<file path="config.mk">
export PLATFORM = sky130hd
export DESIGN_NAME = ufc_top
export DESIGN_NICKNAME = d
export VERILOG_FILES = /design/src/hdl/ufc_pkg.sv /design/src/hdl/ufc_fifo_if.sv /design/src/hdl/ufc_fifo.sv /design/src/hdl/ufc_top.sv
export SDC_FILE = /design/constraint.sdc
export NUM_CORES = 1
export LEC_CHECK = 0
export ABC_CLOCK_PERIOD_IN_PS = 3400
export BUFFER_PORTS_ARGS = -buffer_cell sky130_fd_sc_hd__buf_2
export CORE_UTILIZATION = 60
export DETAILED_ROUTE_END_ITERATION = 7
export PLACE_DENSITY = 0.91
export SLEW_MARGIN = 20
export SYNTH_ARGS = -nofsm -noshare
export SYNTH_HDL_FRONTEND = slang
export SYNTH_SLANG_ARGS = --single-unit
export TNS_END_PERCENT = 1
</file>
<file path="constraint.sdc">
create_clock -name clock -period 3.4 [get_ports clock]
set_input_delay 0.17 -clock clock [delete_from_list [all_inputs] [get_ports clock]]
set_output_delay 0.17 -clock clock [all_outputs]
set_load 0.03 [all_outputs]
</file>
<file path="src/hdl/ufc_pkg.sv">
// ufc_pkg: shared constants for the uart fifo control block
package ufc_pkg;

  // register byte addresses
  localparam logic [31:0] ADDR_DATA   = 32'h4000_8000; // tx write, rx read
  localparam logic [31:0] ADDR_FCR    = 32'h4000_8008; // fcr write, iir read
  localparam logic [31:0] ADDR_IRQ_ST = 32'h4000_8040; // sticky status
  localparam logic [31:0] ADDR_IRQ_MK = 32'h4000_8044; // interrupt mask
  localparam logic [31:0] ADDR_LEVEL  = 32'h4000_8048; // fill levels

  // fifo_control_reg field positions
  localparam int FCR_EN      = 0;
  localparam int FCR_RX_RST  = 1;
  localparam int FCR_TX_RST  = 2;
  localparam int FCR_TRIG_LO = 6;
  localparam int FCR_TRIG_HI = 7;

  // reset values
  localparam logic       FEN_RST  = 1'b0;
  localparam logic [1:0] TRIG_RST = 2'h0;
  localparam logic [1:0] MASK_RST = 2'h0;

  // receive trigger thresholds in characters
  localparam logic [4:0] TRIG_LVL0 = 5'h01;
  localparam logic [4:0] TRIG_LVL1 = 5'h04;
  localparam logic [4:0] TRIG_LVL2 = 5'h08;
  localparam logic [4:0] TRIG_LVL3 = 5'h0e;

  // irq_ident_reg codes for bits 3:1
  localparam logic [2:0] IID_NONE = 3'h0;
  localparam logic [2:0] IID_RDA  = 3'h2;
  localparam logic [2:0] IID_TX_HOLDING_EMPTY = 3'h1;

  // sticky status bit positions
  localparam int IST_RDA  = 0;
  localparam int IST_TX_HOLDING_EMPTY = 1;

  // fifo geometry
  localparam int FIFO_WIDTH = 8;
  localparam int FIFO_DEPTH = 16;

  // timing: character time less the stop bit
  localparam int CLK_PERIOD_NS = 20;
  localparam int BIT_TIME_NS   = 8680;
  localparam int CHAR_BITS     = 9;
  localparam int TX_HOLDING_EMPTY_DLY_CYC  =
    (CHAR_BITS * BIT_TIME_NS + CLK_PERIOD_NS - 1) / CLK_PERIOD_NS;

endpackage

</file>
<file path="src/hdl/ufc_fifo_if.sv">
// ufc_fifo_if: connection between the controller and one character fifo
`timescale 1ns/1ps
interface ufc_fifo_if #(
  parameter int WIDTH = 8,
  parameter int DEPTH = 16
);
  logic                         push;
  logic                         pop;
  logic                         flush;
  logic [WIDTH-1:0]             wdata;
  logic [WIDTH-1:0]             rdata;
  logic [$clog2(DEPTH+1)-1:0]   count;
  logic                         full;
  logic                         empty;

  modport ctrl  (output push, pop, flush, wdata,
                 input  rdata, count, full, empty);
  modport store (input  push, pop, flush, wdata,
                 output rdata, count, full, empty);
endinterface

</file>
<file path="src/hdl/ufc_fifo.sv">
// ufc_fifo: synchronous character fifo with flush
`timescale 1ns/1ps
module ufc_fifo #(
  parameter int WIDTH = 8,
  parameter int DEPTH = 16
) (
  // clock and reset
  input wire logic   clock,
  input wire logic   nrst,
  // fifo side
  ufc_fifo_if.store  f
);
  localparam int AW = $clog2(DEPTH);
  localparam int CW = $clog2(DEPTH+1);

  generate
    if (DEPTH < 2 || (1 << AW) != DEPTH)
    begin : g_chk
      $error("fifo depth must be a power of two");
    end
  endgenerate

  logic [WIDTH-1:0] mem [DEPTH];
  logic [AW-1:0]    wptr_r;
  logic [AW-1:0]    rptr_r;
  logic [CW-1:0]    cnt_r;
  logic [CW-1:0]    cnt_nxt;
  wire              do_push = f.push && !f.full;
  wire              do_pop  = f.pop && !f.empty;

  // flat outputs; head is read combinationally
  assign f.full  = (cnt_r == CW'(DEPTH));
  assign f.empty = (cnt_r == '0);
  assign f.count = cnt_r;
  assign f.rdata = mem[rptr_r];

  // count follows push and pop together
  always_comb
  begin
    cnt_nxt = cnt_r;
    if (do_push && !do_pop)
      cnt_nxt = cnt_r + 1'b1;
    else if (do_pop && !do_push)
      cnt_nxt = cnt_r - 1'b1;
  end

  // flush discards contents and resets the pointers
  always_ff @(posedge clock or negedge nrst)
  begin
    if (!nrst)
    begin
      wptr_r <= '0;
      rptr_r <= '0;
      cnt_r  <= '0;
    end
    else if (f.flush)
    begin
      wptr_r <= '0;
      rptr_r <= '0;
      cnt_r  <= '0;
    end
    else
    begin
      if (do_push)
        wptr_r <= wptr_r + 1'b1;
      if (do_pop)
        rptr_r <= rptr_r + 1'b1;
      cnt_r <= cnt_nxt;
    end
  end

  // storage carries no reset; stale words are never read as valid
  always_ff @(posedge clock)
  begin
    if (do_push && !f.flush)
      mem[wptr_r] <= f.wdata;
  end
endmodule

</file>
<file path="src/hdl/ufc_top.sv">
// ufc_top: uart fifo control and tx holding empty interrupt
//
// Overview of operation
// - holding-empty is third priority, code 001
// - delay holding-empty a character less stop bit
// - no delay if two characters were held
// - clear on holding write or ident read showing code 001
// - enable bit gates data-available and bits 7:1; fifos fill regardless
// - enable bit change empties both fifos
// - bit 1 self-clearing receive fifo reset
// - bit 2 self-clearing transmit fifo reset
// - bits 7:6 pick trigger 1,4,8,14
// - control write-only, bits 5:4 zero
// - data-available follows fill against trigger
`timescale 1ns/1ps
module ufc_top
  import ufc_pkg::*;
#(
  parameter int DEPTH   = FIFO_DEPTH,
  parameter int DLY_CYC = TX_HOLDING_EMPTY_DLY_CYC
) (
  // clock and reset
  input  wire logic        clock,
  input  wire logic        nrst,
  // register port
  input  wire logic [31:0] addr,
  input  wire logic [31:0] wdata,
  input  wire logic        wr_en,
  input  wire logic        rd_en,
  output logic      [31:0] rdata,
  // interrupt
  output logic             irq,
  // receiver side
  input  wire logic        rx_valid,
  input  wire logic [7:0]  rx_char,
  // transmitter side
  input  wire logic        tx_req,
  output logic      [7:0]  tx_data,
  output logic             tx_valid,
  output logic             tx_empty
);
  localparam int CW = $clog2(DEPTH+1);

  // the highest trigger must fit without overflow; the level fields are
  // five bits wide and the delay counter sixteen, which bounds the rest
  generate
    if (DEPTH < 16 || DEPTH > 31 || DLY_CYC < 1 || DLY_CYC > 65535)
    begin : g_chk
      $error("depth or start-up delay out of range");
    end
  endgenerate

  // address compare shared by all strobe decodes
  function automatic logic hit(input logic [31:0] a,
                               input logic [31:0] off);
    hit = (a == off);
  endfunction

  // threshold for a trigger selection
  function automatic logic [4:0] trig_lvl(input logic [1:0] sel);
    case (sel)
      2'h0:    trig_lvl = TRIG_LVL0;
      2'h1:    trig_lvl = TRIG_LVL1;
      2'h2:    trig_lvl = TRIG_LVL2;
      default: trig_lvl = TRIG_LVL3;
    endcase
  endfunction

  ufc_fifo_if #(.WIDTH(FIFO_WIDTH), .DEPTH(DEPTH)) rxf ();
  ufc_fifo_if #(.WIDTH(FIFO_WIDTH), .DEPTH(DEPTH)) txf ();

  // receive and transmit character stores
  ufc_fifo #(.WIDTH(FIFO_WIDTH), .DEPTH(DEPTH)) u_rx_fifo
  (
    .clock (clock),
    .nrst  (nrst),
    .f     (rxf.store)
  );

  ufc_fifo #(.WIDTH(FIFO_WIDTH), .DEPTH(DEPTH)) u_tx_fifo
  (
    .clock (clock),
    .nrst  (nrst),
    .f     (txf.store)
  );

  // state registers
  logic        fen_r;
  logic [1:0]  trig_r;
  logic        tx_holding_empty_r;
  logic        held2_r;
  logic        empty_d_r;
  logic        dly_run_r;
  logic [15:0] dly_cnt_r;
  logic        rda_d_r;
  logic [1:0]  ist_r;
  logic [1:0]  ist_nxt;
  logic [1:0]  mask_r;
  logic [31:0] rdata_r;
  logic        irq_r;
  logic [7:0]  tx_data_r;
  logic        tx_valid_r;

  // strobe decode
  wire wr_data = wr_en && hit(addr, ADDR_DATA);
  wire wr_fcr  = wr_en && hit(addr, ADDR_FCR);
  wire wr_ist  = wr_en && hit(addr, ADDR_IRQ_ST);
  wire wr_mask = wr_en && hit(addr, ADDR_IRQ_MK);
  wire rd_data = rd_en && hit(addr, ADDR_DATA);
  wire rd_iir  = rd_en && hit(addr, ADDR_FCR);
  // the ident read shares the control address; the bus never raises
  // both strobes at once, so the two decodes cannot collide

  // any change of the enable bit empties both fifos
  wire fen_new = wdata[FCR_EN];
  wire fen_chg = wr_fcr && (fen_new != fen_r);
  // reset bits act only in a write that also holds the enable bit;
  // they are never stored; a read at the control address returns the ident
  wire rx_rst  = wr_fcr && fen_new && wdata[FCR_RX_RST];
  wire tx_rst  = wr_fcr && fen_new && wdata[FCR_TX_RST];

  // fifo control; flush inside the fifo wins over push and pop
  assign rxf.flush = fen_chg || rx_rst;
  assign txf.flush = fen_chg || tx_rst;
  assign rxf.push  = rx_valid;
  assign rxf.wdata = rx_char;
  assign rxf.pop   = rd_data;
  assign txf.push  = wr_data;
  assign txf.wdata = wdata[7:0];
  assign txf.pop   = tx_req;

  // data available: fill level at or above the selected threshold
  wire [4:0] lvl = trig_lvl(trig_r);
  wire       rx_data_avail = fen_r && (rxf.count >= CW'(lvl));
  wire       rda_rise = rx_data_avail && !rda_d_r;

  // holding-empty start-up: an empty edge either fires at once or
  // waits one character less the stop bit so software can refill
  wire tx_holding_empty_evt   = txf.empty && !empty_d_r;
  wire dly_done   = dly_run_r && txf.empty && (dly_cnt_r == '0);
  wire tx_holding_empty_set   = (tx_holding_empty_evt && held2_r) || dly_done;
  wire tx_holding_empty_top   = tx_holding_empty_r && !rx_data_avail;
  wire tx_holding_empty_clr   = wr_data || (rd_iir && tx_holding_empty_top);

  // identification: data available outranks holding-empty
  wire [2:0] iid  = rx_data_avail ? IID_RDA : (tx_holding_empty_r ? IID_TX_HOLDING_EMPTY : IID_NONE);
  wire       pend = rx_data_avail || tx_holding_empty_r;
  // reserved bits 5:4 read as zero here
  wire [31:0] iir_val = {24'h0, fen_r, fen_r, 2'h0, iid, !pend};
  // fill levels as five-bit fields; the depth check keeps them exact
  wire [4:0]  rx_lvl  = 5'(rxf.count);
  wire [4:0]  tx_lvl  = 5'(txf.count);
  wire [31:0] lvl_val = {19'h0, rx_lvl, 3'h0, tx_lvl};

  // read selection; unmapped addresses answer zero
  wire [31:0] rbr_val = rxf.empty ? 32'h0 : {24'h0, rxf.rdata};
  wire [31:0] rd_mux  =
    hit(addr, ADDR_DATA)   ? rbr_val :
    hit(addr, ADDR_FCR)    ? iir_val : // control itself is write-only
    hit(addr, ADDR_IRQ_ST) ? {30'h0, ist_r} :
    hit(addr, ADDR_IRQ_MK) ? {30'h0, mask_r} :
    hit(addr, ADDR_LEVEL)  ? lvl_val : 32'h0;

  // sticky status: a new event wins over a same-cycle clear
  // a clear only touches the bits written as one
  always_comb
  begin
    ist_nxt = ist_r;
    if (wr_ist)
      ist_nxt = ist_r & ~wdata[1:0];
    ist_nxt[IST_RDA]  = ist_nxt[IST_RDA] | rda_rise;
    ist_nxt[IST_TX_HOLDING_EMPTY] = ist_nxt[IST_TX_HOLDING_EMPTY] | tx_holding_empty_set;
  end

  // fifo control register; bits 7:1 only land with the enable set
  // clearing the enable is unsupported, yet still honoured: both fifos
  // empty and the trigger keeps its last value
  always_ff @(posedge clock or negedge nrst)
  begin
    if (!nrst)
    begin
      fen_r  <= FEN_RST;
      trig_r <= TRIG_RST;
    end
    else if (wr_fcr)
    begin
      fen_r <= fen_new;
      if (fen_new)
        trig_r <= wdata[FCR_TRIG_HI:FCR_TRIG_LO];
    end
  end

  // tracks whether two characters were held since the last empty
  // the registered fill is used, so a pair that stands one cycle counts
  always_ff @(posedge clock or negedge nrst)
  begin
    if (!nrst)
    begin
      held2_r   <= 1'b0;
      empty_d_r <= 1'b0;
    end
    else
    begin
      empty_d_r <= txf.empty;
      if (tx_holding_empty_evt)
        held2_r <= 1'b0;
      else if (txf.count >= CW'(2))
        held2_r <= 1'b1;
    end
  end

  // start-up delay; a refill during the wait cancels it
  // loaded with DLY_CYC-1, so the flag sets DLY_CYC edges after the load
  always_ff @(posedge clock or negedge nrst)
  begin
    if (!nrst)
    begin
      dly_run_r <= 1'b0;
      dly_cnt_r <= '0;
    end
    else if (tx_holding_empty_evt && !held2_r)
    begin
      dly_run_r <= 1'b1;
      dly_cnt_r <= 16'(DLY_CYC - 1);
    end
    else if (dly_run_r)
    begin
      if (!txf.empty || dly_cnt_r == '0)
        dly_run_r <= 1'b0;
      else
        dly_cnt_r <= dly_cnt_r - 1'b1;
    end
  end

  // holding-empty pending flag; set wins over clear
  // a holding write in the very cycle of a set is lost to the set, so
  // software may see one spare interrupt; missing one would be worse
  always_ff @(posedge clock or negedge nrst)
  begin
    if (!nrst)
      tx_holding_empty_r <= 1'b0;
    else if (tx_holding_empty_set)
      tx_holding_empty_r <= 1'b1;
    else if (tx_holding_empty_clr)
      tx_holding_empty_r <= 1'b0;
  end

  // interrupt status, mask and output
  always_ff @(posedge clock or negedge nrst)
  begin
    if (!nrst)
    begin
      ist_r   <= '0;
      mask_r  <= MASK_RST;
      rda_d_r <= 1'b0;
      irq_r   <= 1'b0;
    end
    else
    begin
      ist_r   <= ist_nxt;
      rda_d_r <= rx_data_avail;
      irq_r   <= |(ist_r & mask_r);
      if (wr_mask)
        mask_r <= wdata[1:0];
    end
  end

  // register read data stands only in the cycle after the strobe
  // zero outside a read, so the data can be or-ed with other slaves
  always_ff @(posedge clock or negedge nrst)
  begin
    if (!nrst)
      rdata_r <= '0;
    else
      rdata_r <= rd_en ? rd_mux : 32'h0;
  end

  // character hand-off to the transmitter
  // tx_data keeps the last character until the next pop
  always_ff @(posedge clock or negedge nrst)
  begin
    if (!nrst)
    begin
      tx_data_r  <= '0;
      tx_valid_r <= 1'b0;
    end
    else
    begin
      tx_valid_r <= tx_req && !txf.empty;
      if (tx_req && !txf.empty)
        tx_data_r <= txf.rdata;
    end
  end

  // every output comes straight from a register
  assign rdata    = rdata_r;
  assign irq      = irq_r;
  assign tx_data  = tx_data_r;
  assign tx_valid = tx_valid_r;
  assign tx_empty = empty_d_r;
endmodule

</file>
==> results of run 1 <==
==> where the power goes <==
part | switching (W) | internal [W]
combinational | 0.000502 | 0.000277
clock | 0.00159 | 0.00206
sequential | 0.000139 | 0.00461
==> metal layers <==
metal | global-route usage | routed length [um]
met5 | 0 | 0
met4 | 0.145 | 1660
met3 | 0.0569 | 2960
met2 | 0.495 | 17300
met1 | 0.356 | 12200
==> state kept, by name, indices dropped and copies added, names as in the netlist <==
signal              cells
u_tx_fifo.f.count       5
u_rx_fifo.wptr_r        4
u_rx_fifo.f.count       5
u_rx_fifo.rptr_r        4
irq                     1
u_tx_fifo.mem         128
dly_run_r               1
u_tx_fifo.wptr_r        4
tx_valid                1
u_rx_fifo.mem         128
ist_r                   2
tx_holding_empty_r      1
dly_cnt_r              16
fen_r                   1
mask_r                  2
u_tx_fifo.rptr_r        4
rda_d_r                 1
held2_r                 1
trig_r                  2
rdata                  13
tx_empty                1
tx_data                 8
==> cells in the final DEF (no fill, tap or decap), drive strengths merged, types with 6 or more instances in the layout <==
cell    synthesis  layout
nand3           9       9
nor3           11      11
o31ai           9       9
o221ai          6       6
nor4           19      19
or3             8       8
nor2           33      33
and2           35      35
mux2i          28      28
nand2          75      75
clkinv          2      12
dfrtp          77      77
inv            27      27
a21oi          18      18
ha             21      21
conb            1      19
or4            13      13
xnor2          16      16
buf            29      98
mux4           69      69
a21o            7       7
nand4           9       9
o21ai          21      21
edfxtp        256     256
clkbuf         19      46
nor3b           6       6
==> stage by stage <==
step / cell area, um^2 / utilization / hold WS (ns)
6_report: 16200 / 0.690 / 0.0218
3_5_place_dp: 15000 / 0.642 / 0.239
5_1_grt: 16100 / 0.690 / 0.0161
3_3_place_gp: 15000 / 0.642 / 0.233
2_1_floorplan: 14300 / - / -0.126
4_1_cts: 16100 / 0.689 / 0.0135
==> path summary, 6_finish.rpt <==
kind	depth (start not counted)	start	end	slack, ns
min	1	wdata[4]	u_tx_fifo.mem[12][4]	0.02
max in group asynchronous	3	nrst	rdata[0]	2.29
max	9	u_tx_fifo.f.count[1]	u_tx_fifo.f.count[4]	0.34
min reg2reg	2	tx_data[1]	tx_data[1]	0.47
max reg2reg	9	u_tx_fifo.f.count[1]	u_tx_fifo.f.count[4]	0.34
min in group asynchronous	2	nrst	tx_data[6]	0.22
==> final cells by class <==
class,instances,area share
Clock buffer,46,0.0586
Tap cell,319,0.0247
Inverter,29,0.00674
Timing Repair Buffer,99,0.0352
Multi-Input combinational cell,498,0.270
Sequential cell,333,0.595
Antenna cell,4,0.000620
Clock inverter,16,0.00929
==> cells by family after synthesis <==
kind of cell,share of synthesized area
AOI/OAI and AO/OA,0.0426
xor gates and xnor gates,0.0129
adders and majority gates,0.0212
buffers and inverters,0.0259
DFF,0.674
muxes,0.132
other,0.000263
and+or+nand+nor,0.0910
==> what timing repair did <==
| action | 4_1_cts | 5_1_grt |
|---|---|---|
| endpoints found under the hold margin | 51 | 0 |
| hold buffers | 1 | 0 |
| endpoints found under the setup margin | 0 | 2 |
| resized for setup | 0 | 2 |
==> metrics.txt, run 1 <==
CP Capture Type=register; Synth top cells by count=256 x edfxtp_1, 77 x dfrtp_1, 75 x nand2_1; Max stage delay cell, worst path=or4_4; Critical Path Start Type=register; post-DP HPWL=21500 um; WP buf/inv=0; per-cell routed wire length=~25 um; GRT Total Usage=0.290; Starting Density=0.609; Final Hold Vio Count=0; library cells used by synthesis=60; H-tree level count=2; final worst path period share=0.901; TritonCTS Sinks=333; Worst Path Max Fanout=7; final worst-path setup slack=approximately 0.34 ns; Cell Count, Final, Fillers Out=between 1000 and 1500; critical setup path kind=reg -> reg; # rows=56; area of the multi-input gates=about 0.0044 mm^2; dominant cells by area after synthesis=edfxtp_1 54%, dfrtp_1 14%, mux4_2 11%, nand2_1 2.0%, mux2i_1 2.0%; register area=0.00962 mm^2; Final Max Slew Viols=0; CTS max path bufs=3; most numerous cell in the Yosys netlist=edfxtp_1; register area share after synthesis=0.674; Via Count=8717; starting DRC count in detailed routing=847; first-pass GRT wire length=approximately 51000 um; main flop type after synthesis=edfxtp_1; core footprint=0.0234 mm^2; Slew headroom=0.317; Max Clk Rate=0.327 GHz; Final setup viols=0; area of the mapped netlist=0.0143 mm^2; status=finished, final reports clean; Cells after DPL=around 1300; P per Cell Area=568 mW/mm^2; io pins=121; DIE WIDTH=around 160 um; DRT Pass-1 Iters=5; Mapped Cells=890; fin crit period=3.06 ns; measured slew at the worst slew-check pin=a little over 1 ns; worst slack at placement=0.112 ns; Vias/cell=6.49; maximum VDD drop=0.529 mV; Synth top area share=0.539; initial antenna violation count=3; gp weighted congestion=0.870; routed wire length=34100 um; drt drc=0; Num CTS Buffers=34; total gr overflow=0; Arrival @ worst endpoint=3.49 ns; crit-path max cell delay=0.61 ns; post-CTS setup buffers=0; Die H=156 um; largest net degree at the start of global routing=53; area grow syn2layout=13.3%; input/output buffers=77; Synth Warn #=0; cell taking the most area after synthesis=edfxtp_1; Worst Skew=0.0349 ns; Post-synth EDFFs=approximately 260; clock-pin transition on the worst setup and hold timing paths=0.06 ns; crit-path most repeated cell=mux2i_1; Cell Chain, Critical Path=or4_4, o21ai_0, nand2_1, fa_1, a21o_1, a21oi_1, nor2_1, mux2i_1, mux2i_1; total negative slack=0 ns; Pleak=5.88 nW; total power=0.00918 W; nets=1096; CTS Root Cell=clkbuf_16; TritonCTS clock tree=built; number of synthesized register bits=approximately 330; antenna viol nets, final=0; Req. time, crit path=3.83 ns; Max Cap Viol=0; RSZ-0062 raised after global routing=no; layout cell share with drive strength beyond 1=0.230; asr flop ratio synth=0.231; worst min-delay path class=in -> reg; syn_area_per_cell=16.0 um^2; CP delay by family, top=simple AND/OR/NAND/NOR gates; Filler Cells Inserted=1441; Die ar.=0.0244 mm^2; clk_lat worst skew=0.54 ns; vias in the first global route=8906
(Power assumes the default switching activity.)
==> run 2: changes to the inputs <==
--- a/config.mk
+++ b/config.mk
@@ -6,10 +6,10 @@
 export NUM_CORES = 1
 export LEC_CHECK = 0
 export ABC_CLOCK_PERIOD_IN_PS = 3400
-export BUFFER_PORTS_ARGS = -buffer_cell sky130_fd_sc_hd__buf_2
-export CORE_UTILIZATION = 60
+export CORE_UTILIZATION = 63
 export DETAILED_ROUTE_END_ITERATION = 7
-export PLACE_DENSITY = 0.91
+export DONT_BUFFER_PORTS = 1
+export PLACE_DENSITY = 0.9
 export SLEW_MARGIN = 20
 export SYNTH_ARGS = -nofsm -noshare
 export SYNTH_HDL_FRONTEND = slang
==> metrics.txt, run 2 (same netlist as run 1, synthesis figures left out) <==
status=complete, but fails checks; violated checks=DRC; Comb power frac=0.086; Cell Chain, Critical Path=or3_1, o311ai_1, nor3_1, buf_4, nand2_1, ha_1, a21o_1, a21oi_1, nor2_1, mux2i_1, mux2i_1; post-DP HPWL=20600 um; Cell Count, Final, Fillers Out=1246; internal power=0.00695 W; Cells after DPL=1159; total negative slack=0 ns; register area=0.00962 mm^2; Switching Share=0.244; Critical Path Start Type=register; CTS Root Cell=clkbuf_16; crit-path most repeated cell=mux2i_1; input/output buffers=0; Req. time, crit path=approximately 3.8 ns; Max Clk Rate=roughly 0.31 GHz; Final Hold Vio Count=0; DRT Pass-1 Iters=8; CTS max path bufs=3; CP Capture Type=register; fin crit period=3.26 ns; crit-path max cell delay=0.64 ns; P per Cell Area=578 mW/mm^2; DIE WIDTH=roughly 150 um; critical setup path kind=reg -> reg; # rows=54; worst min-delay path class=in -> reg; most frequent cells in the layout=256 x edfxtp_1, 75 x nand2_1, 75 x dfrtp_1; Via Count=about 9000; Max Cap Viol=0; Num CTS Buffers=34; most common cell after layout, fill and taps aside=edfxtp_1; NetSw=0.00224 W; H-tree level count=2; final worst path period share=0.958; Die ar.=~0.023 mm^2; drt drc=10; core footprint=0.0220 mm^2; TritonCTS Sinks=around 330; nets=1040; CP delay by family, top=compound AO/OA/AOI/OAI gates; vias in the first global route=a little over 9000; Slew headroom=0.399; layout cell share with drive strength beyond 1=0.155; first-pass GRT wire length=54800 um; Worst Skew=0.0288 ns; Pleak=5.65 nW; Final setup viols=0; Max stage delay cell, worst path=o311ai_1; RSZ-0062 raised after global routing=no; starting DRC count in detailed routing=1097; measured slew at the worst slew-check pin=0.895 ns; Filler Cells Inserted=~1200; GRT Total Usage=0.322; per-cell routed wire length=29.2 um; antenna viol nets, final=0; Arrival @ worst endpoint=3.70 ns; gp weighted congestion=0.901; maximum VDD drop=0.553 mV; Final Max Slew Viols=0; area of the multi-input gates=0.00434 mm^2; Reg power frac=0.518; TritonCTS clock tree=built; io pins=121; largest net degree at the start of global routing=78; initial antenna violation count=1; Vias/cell=around 7.1; total gr overflow=0; routed wire length=approximately 36000 um; area grow syn2layout=11.5%; Die H=approximately 150 um; Starting Density=0.647; clk_lat worst skew=0.53 ns; clock-pin transition on the worst setup and hold timing paths=0.07 ns; WP buf/inv=1; biggest regs=u_rx_fifo.mem (128), u_tx_fifo.mem (128), dly_cnt_r (16); Worst Path Max Fanout=7; Clock Power Share=0.396
run 2: changes by cell type in the layout (fill, tap and decap cells not counted), sizes merged:
cell | previous run | this run
buf | 98 | 20
dlygate4sd3 | 1 | 23
clkinvlp | 5 | 0
clkbuf | 46 | 49
diode | 4 | 1
inv | 27 | 29
run 2: path summary, 6_finish.rpt:
path	startpoint	endpoint	slack, ns	depth (start not counted)
setup / recovery	u_tx_fifo.f.count[1]	u_tx_fifo.f.count[4]	0.14	11
hold reg to reg	dly_cnt_r[0]	dly_cnt_r[0]	0.56	2
max in group asynchronous	nrst	u_rx_fifo.f.count[3]	2.81	2
min in group asynchronous	nrst	tx_data[2]	0.17	2
setup reg to reg	u_tx_fifo.f.count[1]	u_tx_fifo.f.count[4]	0.14	11
hold / removal	wr_en	u_rx_fifo.wptr_r[0]	0.04	3
run 2: what timing repair did:
action / in CTS / in global routing
setup buffers: 0 / 0
resized for setup: 0 / 0
hold endpoints to repair: 342 / 0
hold buffers: 24 / 0
run 2: power by group through the flow:
stage / clock, W / sequential, W / combinational (W)
final: 0.00364 / 0.00476 / 0.000792
after global routing: 0.00378 / 0.00477 / 0.000849
after CTS: 0.00364 / 0.00474 / 0.000765
after detailed placement: 0 / 0.00482 / 0.000646
after global placement: 0 / 0.00480 / 0.000610
after floorplan: 0 / 0.00477 / 0.000505
run 2: tightest hold or removal path, delay by kind of cell:
family / cells / cell delay (ns)
compound gates: 1 / 0.12
simple gates: 2 / 0.23
run 2: through the flow:
stage	total power (W)	cell area, um^2	util	setup slack (ns)	hold slack (ns)
floorplan	0.00528	14300	-	0.452	-0.126
global placement	0.00541	14600	0.661	0.557	-0.121
detailed placement	0.00546	14600	0.661	0.376	-0.122
CTS	0.00915	15900	0.722	0.213	0.0272
global route	0.00940	15900	0.722	0.0215	0.0407
finish	0.00919	15900	0.722	0.143	0.0428
run 2: final cells by class:
type,count,area share
Tap cell,280,0.0220
Clock buffer,49,0.0603
Clock inverter,13,0.00732
Timing Repair Buffer,43,0.0252
Multi-Input combinational cell,498,0.273
Inverter,29,0.00685
Antenna cell,1,0.000157
Sequential cell,333,0.605
run 2: routing by layer:
| layer | wire length [um] | vias to the layer above | global-route usage |
|---|---|---|---|
| met3 | 4330 | 212 | 0.0771 |
| met4 | 2510 | 2 | 0.195 |
| met1 | 12200 | 4306 | 0.398 |
| met2 | 17400 | 774 | 0.522 |
| met5 | 18 | - | 0 |
| li1 | - | 3515 | - |
==> run 3: changes to the inputs <==
--- a/config.mk
+++ b/config.mk
@@ -5,13 +5,16 @@
 export SDC_FILE = /design/constraint.sdc
 export NUM_CORES = 1
 export LEC_CHECK = 0
+export ABC_AREA = 1
 export ABC_CLOCK_PERIOD_IN_PS = 3400
-export CORE_UTILIZATION = 63
+export CORE_UTILIZATION = 64
 export DETAILED_ROUTE_END_ITERATION = 7
 export DONT_BUFFER_PORTS = 1
-export PLACE_DENSITY = 0.9
+export GPL_ROUTABILITY_DRIVEN = 0
+export PLACE_DENSITY = 0.91
 export SLEW_MARGIN = 20
 export SYNTH_ARGS = -nofsm -noshare
 export SYNTH_HDL_FRONTEND = slang
+export SYNTH_HIERARCHICAL = 1
 export SYNTH_SLANG_ARGS = --single-unit
 export TNS_END_PERCENT = 1
==> metrics.txt, run 3 <==
CTS Root Cell=clkbuf_16; syn_area_per_cell=10.8 um^2; maximum VDD drop=0.749 mV; post-CTS setup buffers=0; crit-path max cell delay=about 1.2 ns; drt drc=0; Num CTS Buffers=34; largest net degree at the start of global routing=slightly below 80; GRT Total Usage=0.301; most frequent cells in the layout=256 x edfxtp_1, 243 x nor2_1, 158 x nand2_1; Arrival @ worst endpoint=between 2 and 3 ns; TritonCTS clock tree=built; final instance area=about 0.017 mm^2; measured slew at the worst slew-check pin=0.978 ns; # rows=55; total negative slack=0 ns; Die H=156 um; post-DP HPWL=20800 um; worst hold slack=0.0194 ns; Via Count=between 10000 and 15000; Slew headroom=0.346; Worst Skew=between 0.02 and 0.03 ns; vias in the first global route=approximately 11000; placed cell area=~0.015 mm^2; status=finished, final reports clean; CP Capture Type=register; io pins=121; Final Max Slew Viols=0; Max Cap Viol=0; clk_lat worst skew=0.53 ns; Synth Warn #=6; RSZ-0062 raised after global routing=no; CTS max path bufs=3; critical setup path kind=in -> reg; Pleak=6.24 nW; FF-to-FF End=u_tx_fifo/mem[13][5]; DRT Pass-1 Iters=6; R2R depth=6; layout cell share with drive strength beyond 1=0.106; starting DRC count in detailed routing=1698; Final setup viols=0; Mapped Cells=1398; Worst Setup EP=u_rx_fifo/mem[12][4]; routed wire length=35700 um; P per Cell Area=570 mW/mm^2; Critical Path Start Type=primary input; Final Hold Vio Count=0; total power=about 0.0094 W; total gr overflow=0; nets=1520; Req. time, crit path=3.62 ns; Max stage delay cell, worst path=dlygate4sd3_1; DIE WIDTH=156 um; worst min-delay path class=in -> reg; Die ar.=0.0242 mm^2; per-cell routed wire length=20.4 um; Reg2Reg Setup Slack=0.78 ns; Max Clk Rate=around 0.38 GHz; initial antenna violation count=1; area of the mapped netlist=0.0151 mm^2; antenna viol nets, final=0; Starting Density=0.659; core footprint=around 0.023 mm^2; Vias/cell=about 6.2; H-tree level count=2; biggest regs=u_rx_fifo/mem (128), u_tx_fifo/mem (128), dly_cnt_r (16); input/output buffers=0; TritonCTS Sinks=about 330; Post-CTS Resized=0; most common cell after layout, fill and taps aside=edfxtp_1; fin crit period=2.63 ns; area grow syn2layout=9.42%; Worst Path Max Fanout=20; CP Launch Point=wdata[0]; reg2reg start=fen_r; clock-pin transition on the worst setup and hold timing paths=roughly 0.06 ns; final worst path period share=0.774; first-pass GRT wire length=55900 um; Cell Chain, Critical Path=dlygate4sd3_1, nand2_2, o21ai_2, clkinv_1, nand3_1, nor2_1
## run 3: where the power goes
group | leakage (nW) | switching, W | internal (W)
registers | 3.26 | 0.000251 | 0.00464
logic | 2.45 | 0.000618 | 0.000256
clock network | 0.523 | 0.00151 | 0.00214
total | 6.24 | 0.00238 | 0.00704
## run 3: area by class of cell
class,count,area (um^2)
Sequential cell,333,9620
Antenna cell,2,5.00
Inverter,100,383
Clock buffer,43,916
Timing Repair Buffer,37,355
Tap cell,313,392
Clock inverter,14,160
Fill cell,1380,6380
Multi-Input combinational cell,910,4700
## run 3: worst min path at each step
stage                     startpoint              endpoint  cells after the start
after global routing        addr[15]              rdata[8]                      4
final                        addr[5]              rdata[8]                      5
after floorplan                 nrst          dly_cnt_r[0]                      0
after global placement          nrst              rdata[8]                      0
after CTS                    addr[5]              rdata[8]                      5
after detailed placement        nrst  u_rx_fifo/f.count[2]                      0
## run 3: stage by stage
step	setup WS, ns	std cells	utilization
2_1_floorplan	1.09	1416	-
3_3_place_gp	0.823	1669	0.663
3_5_place_dp	0.726	1669	0.663
4_1_cts	0.861	1750	0.721
5_1_grt	0.703	1750	0.721
6_report	0.769	1752	0.721
## run 3: worst max-delay path: cells and delay by family
kind / cells / cell delay, ns
AO/OA/AOI/OAI: 1 / 0.35
buffers and inverters: 2 / 1.56
AND/OR/NAND/NOR: 3 / 0.74
## run 3: what timing repair did
action / in CTS / in global routing
hold endpoints to repair: 351 / 0
endpoints found under the setup margin: 0 / 0
hold buffers: 24 / 0
## run 3: metal layers
| layer | share of wire | vias up | global-route usage |
|---|---|---|---|
| met4 | 0.035 | 0 | 0.113 |
| met2 | 0.50 | 739 | 0.520 |
| met5 | 0 | - | 0 |
| li1 | - | 4847 | - |
| met1 | 0.36 | 5215 | 0.385 |
| met3 | 0.098 | 122 | 0.0481 |
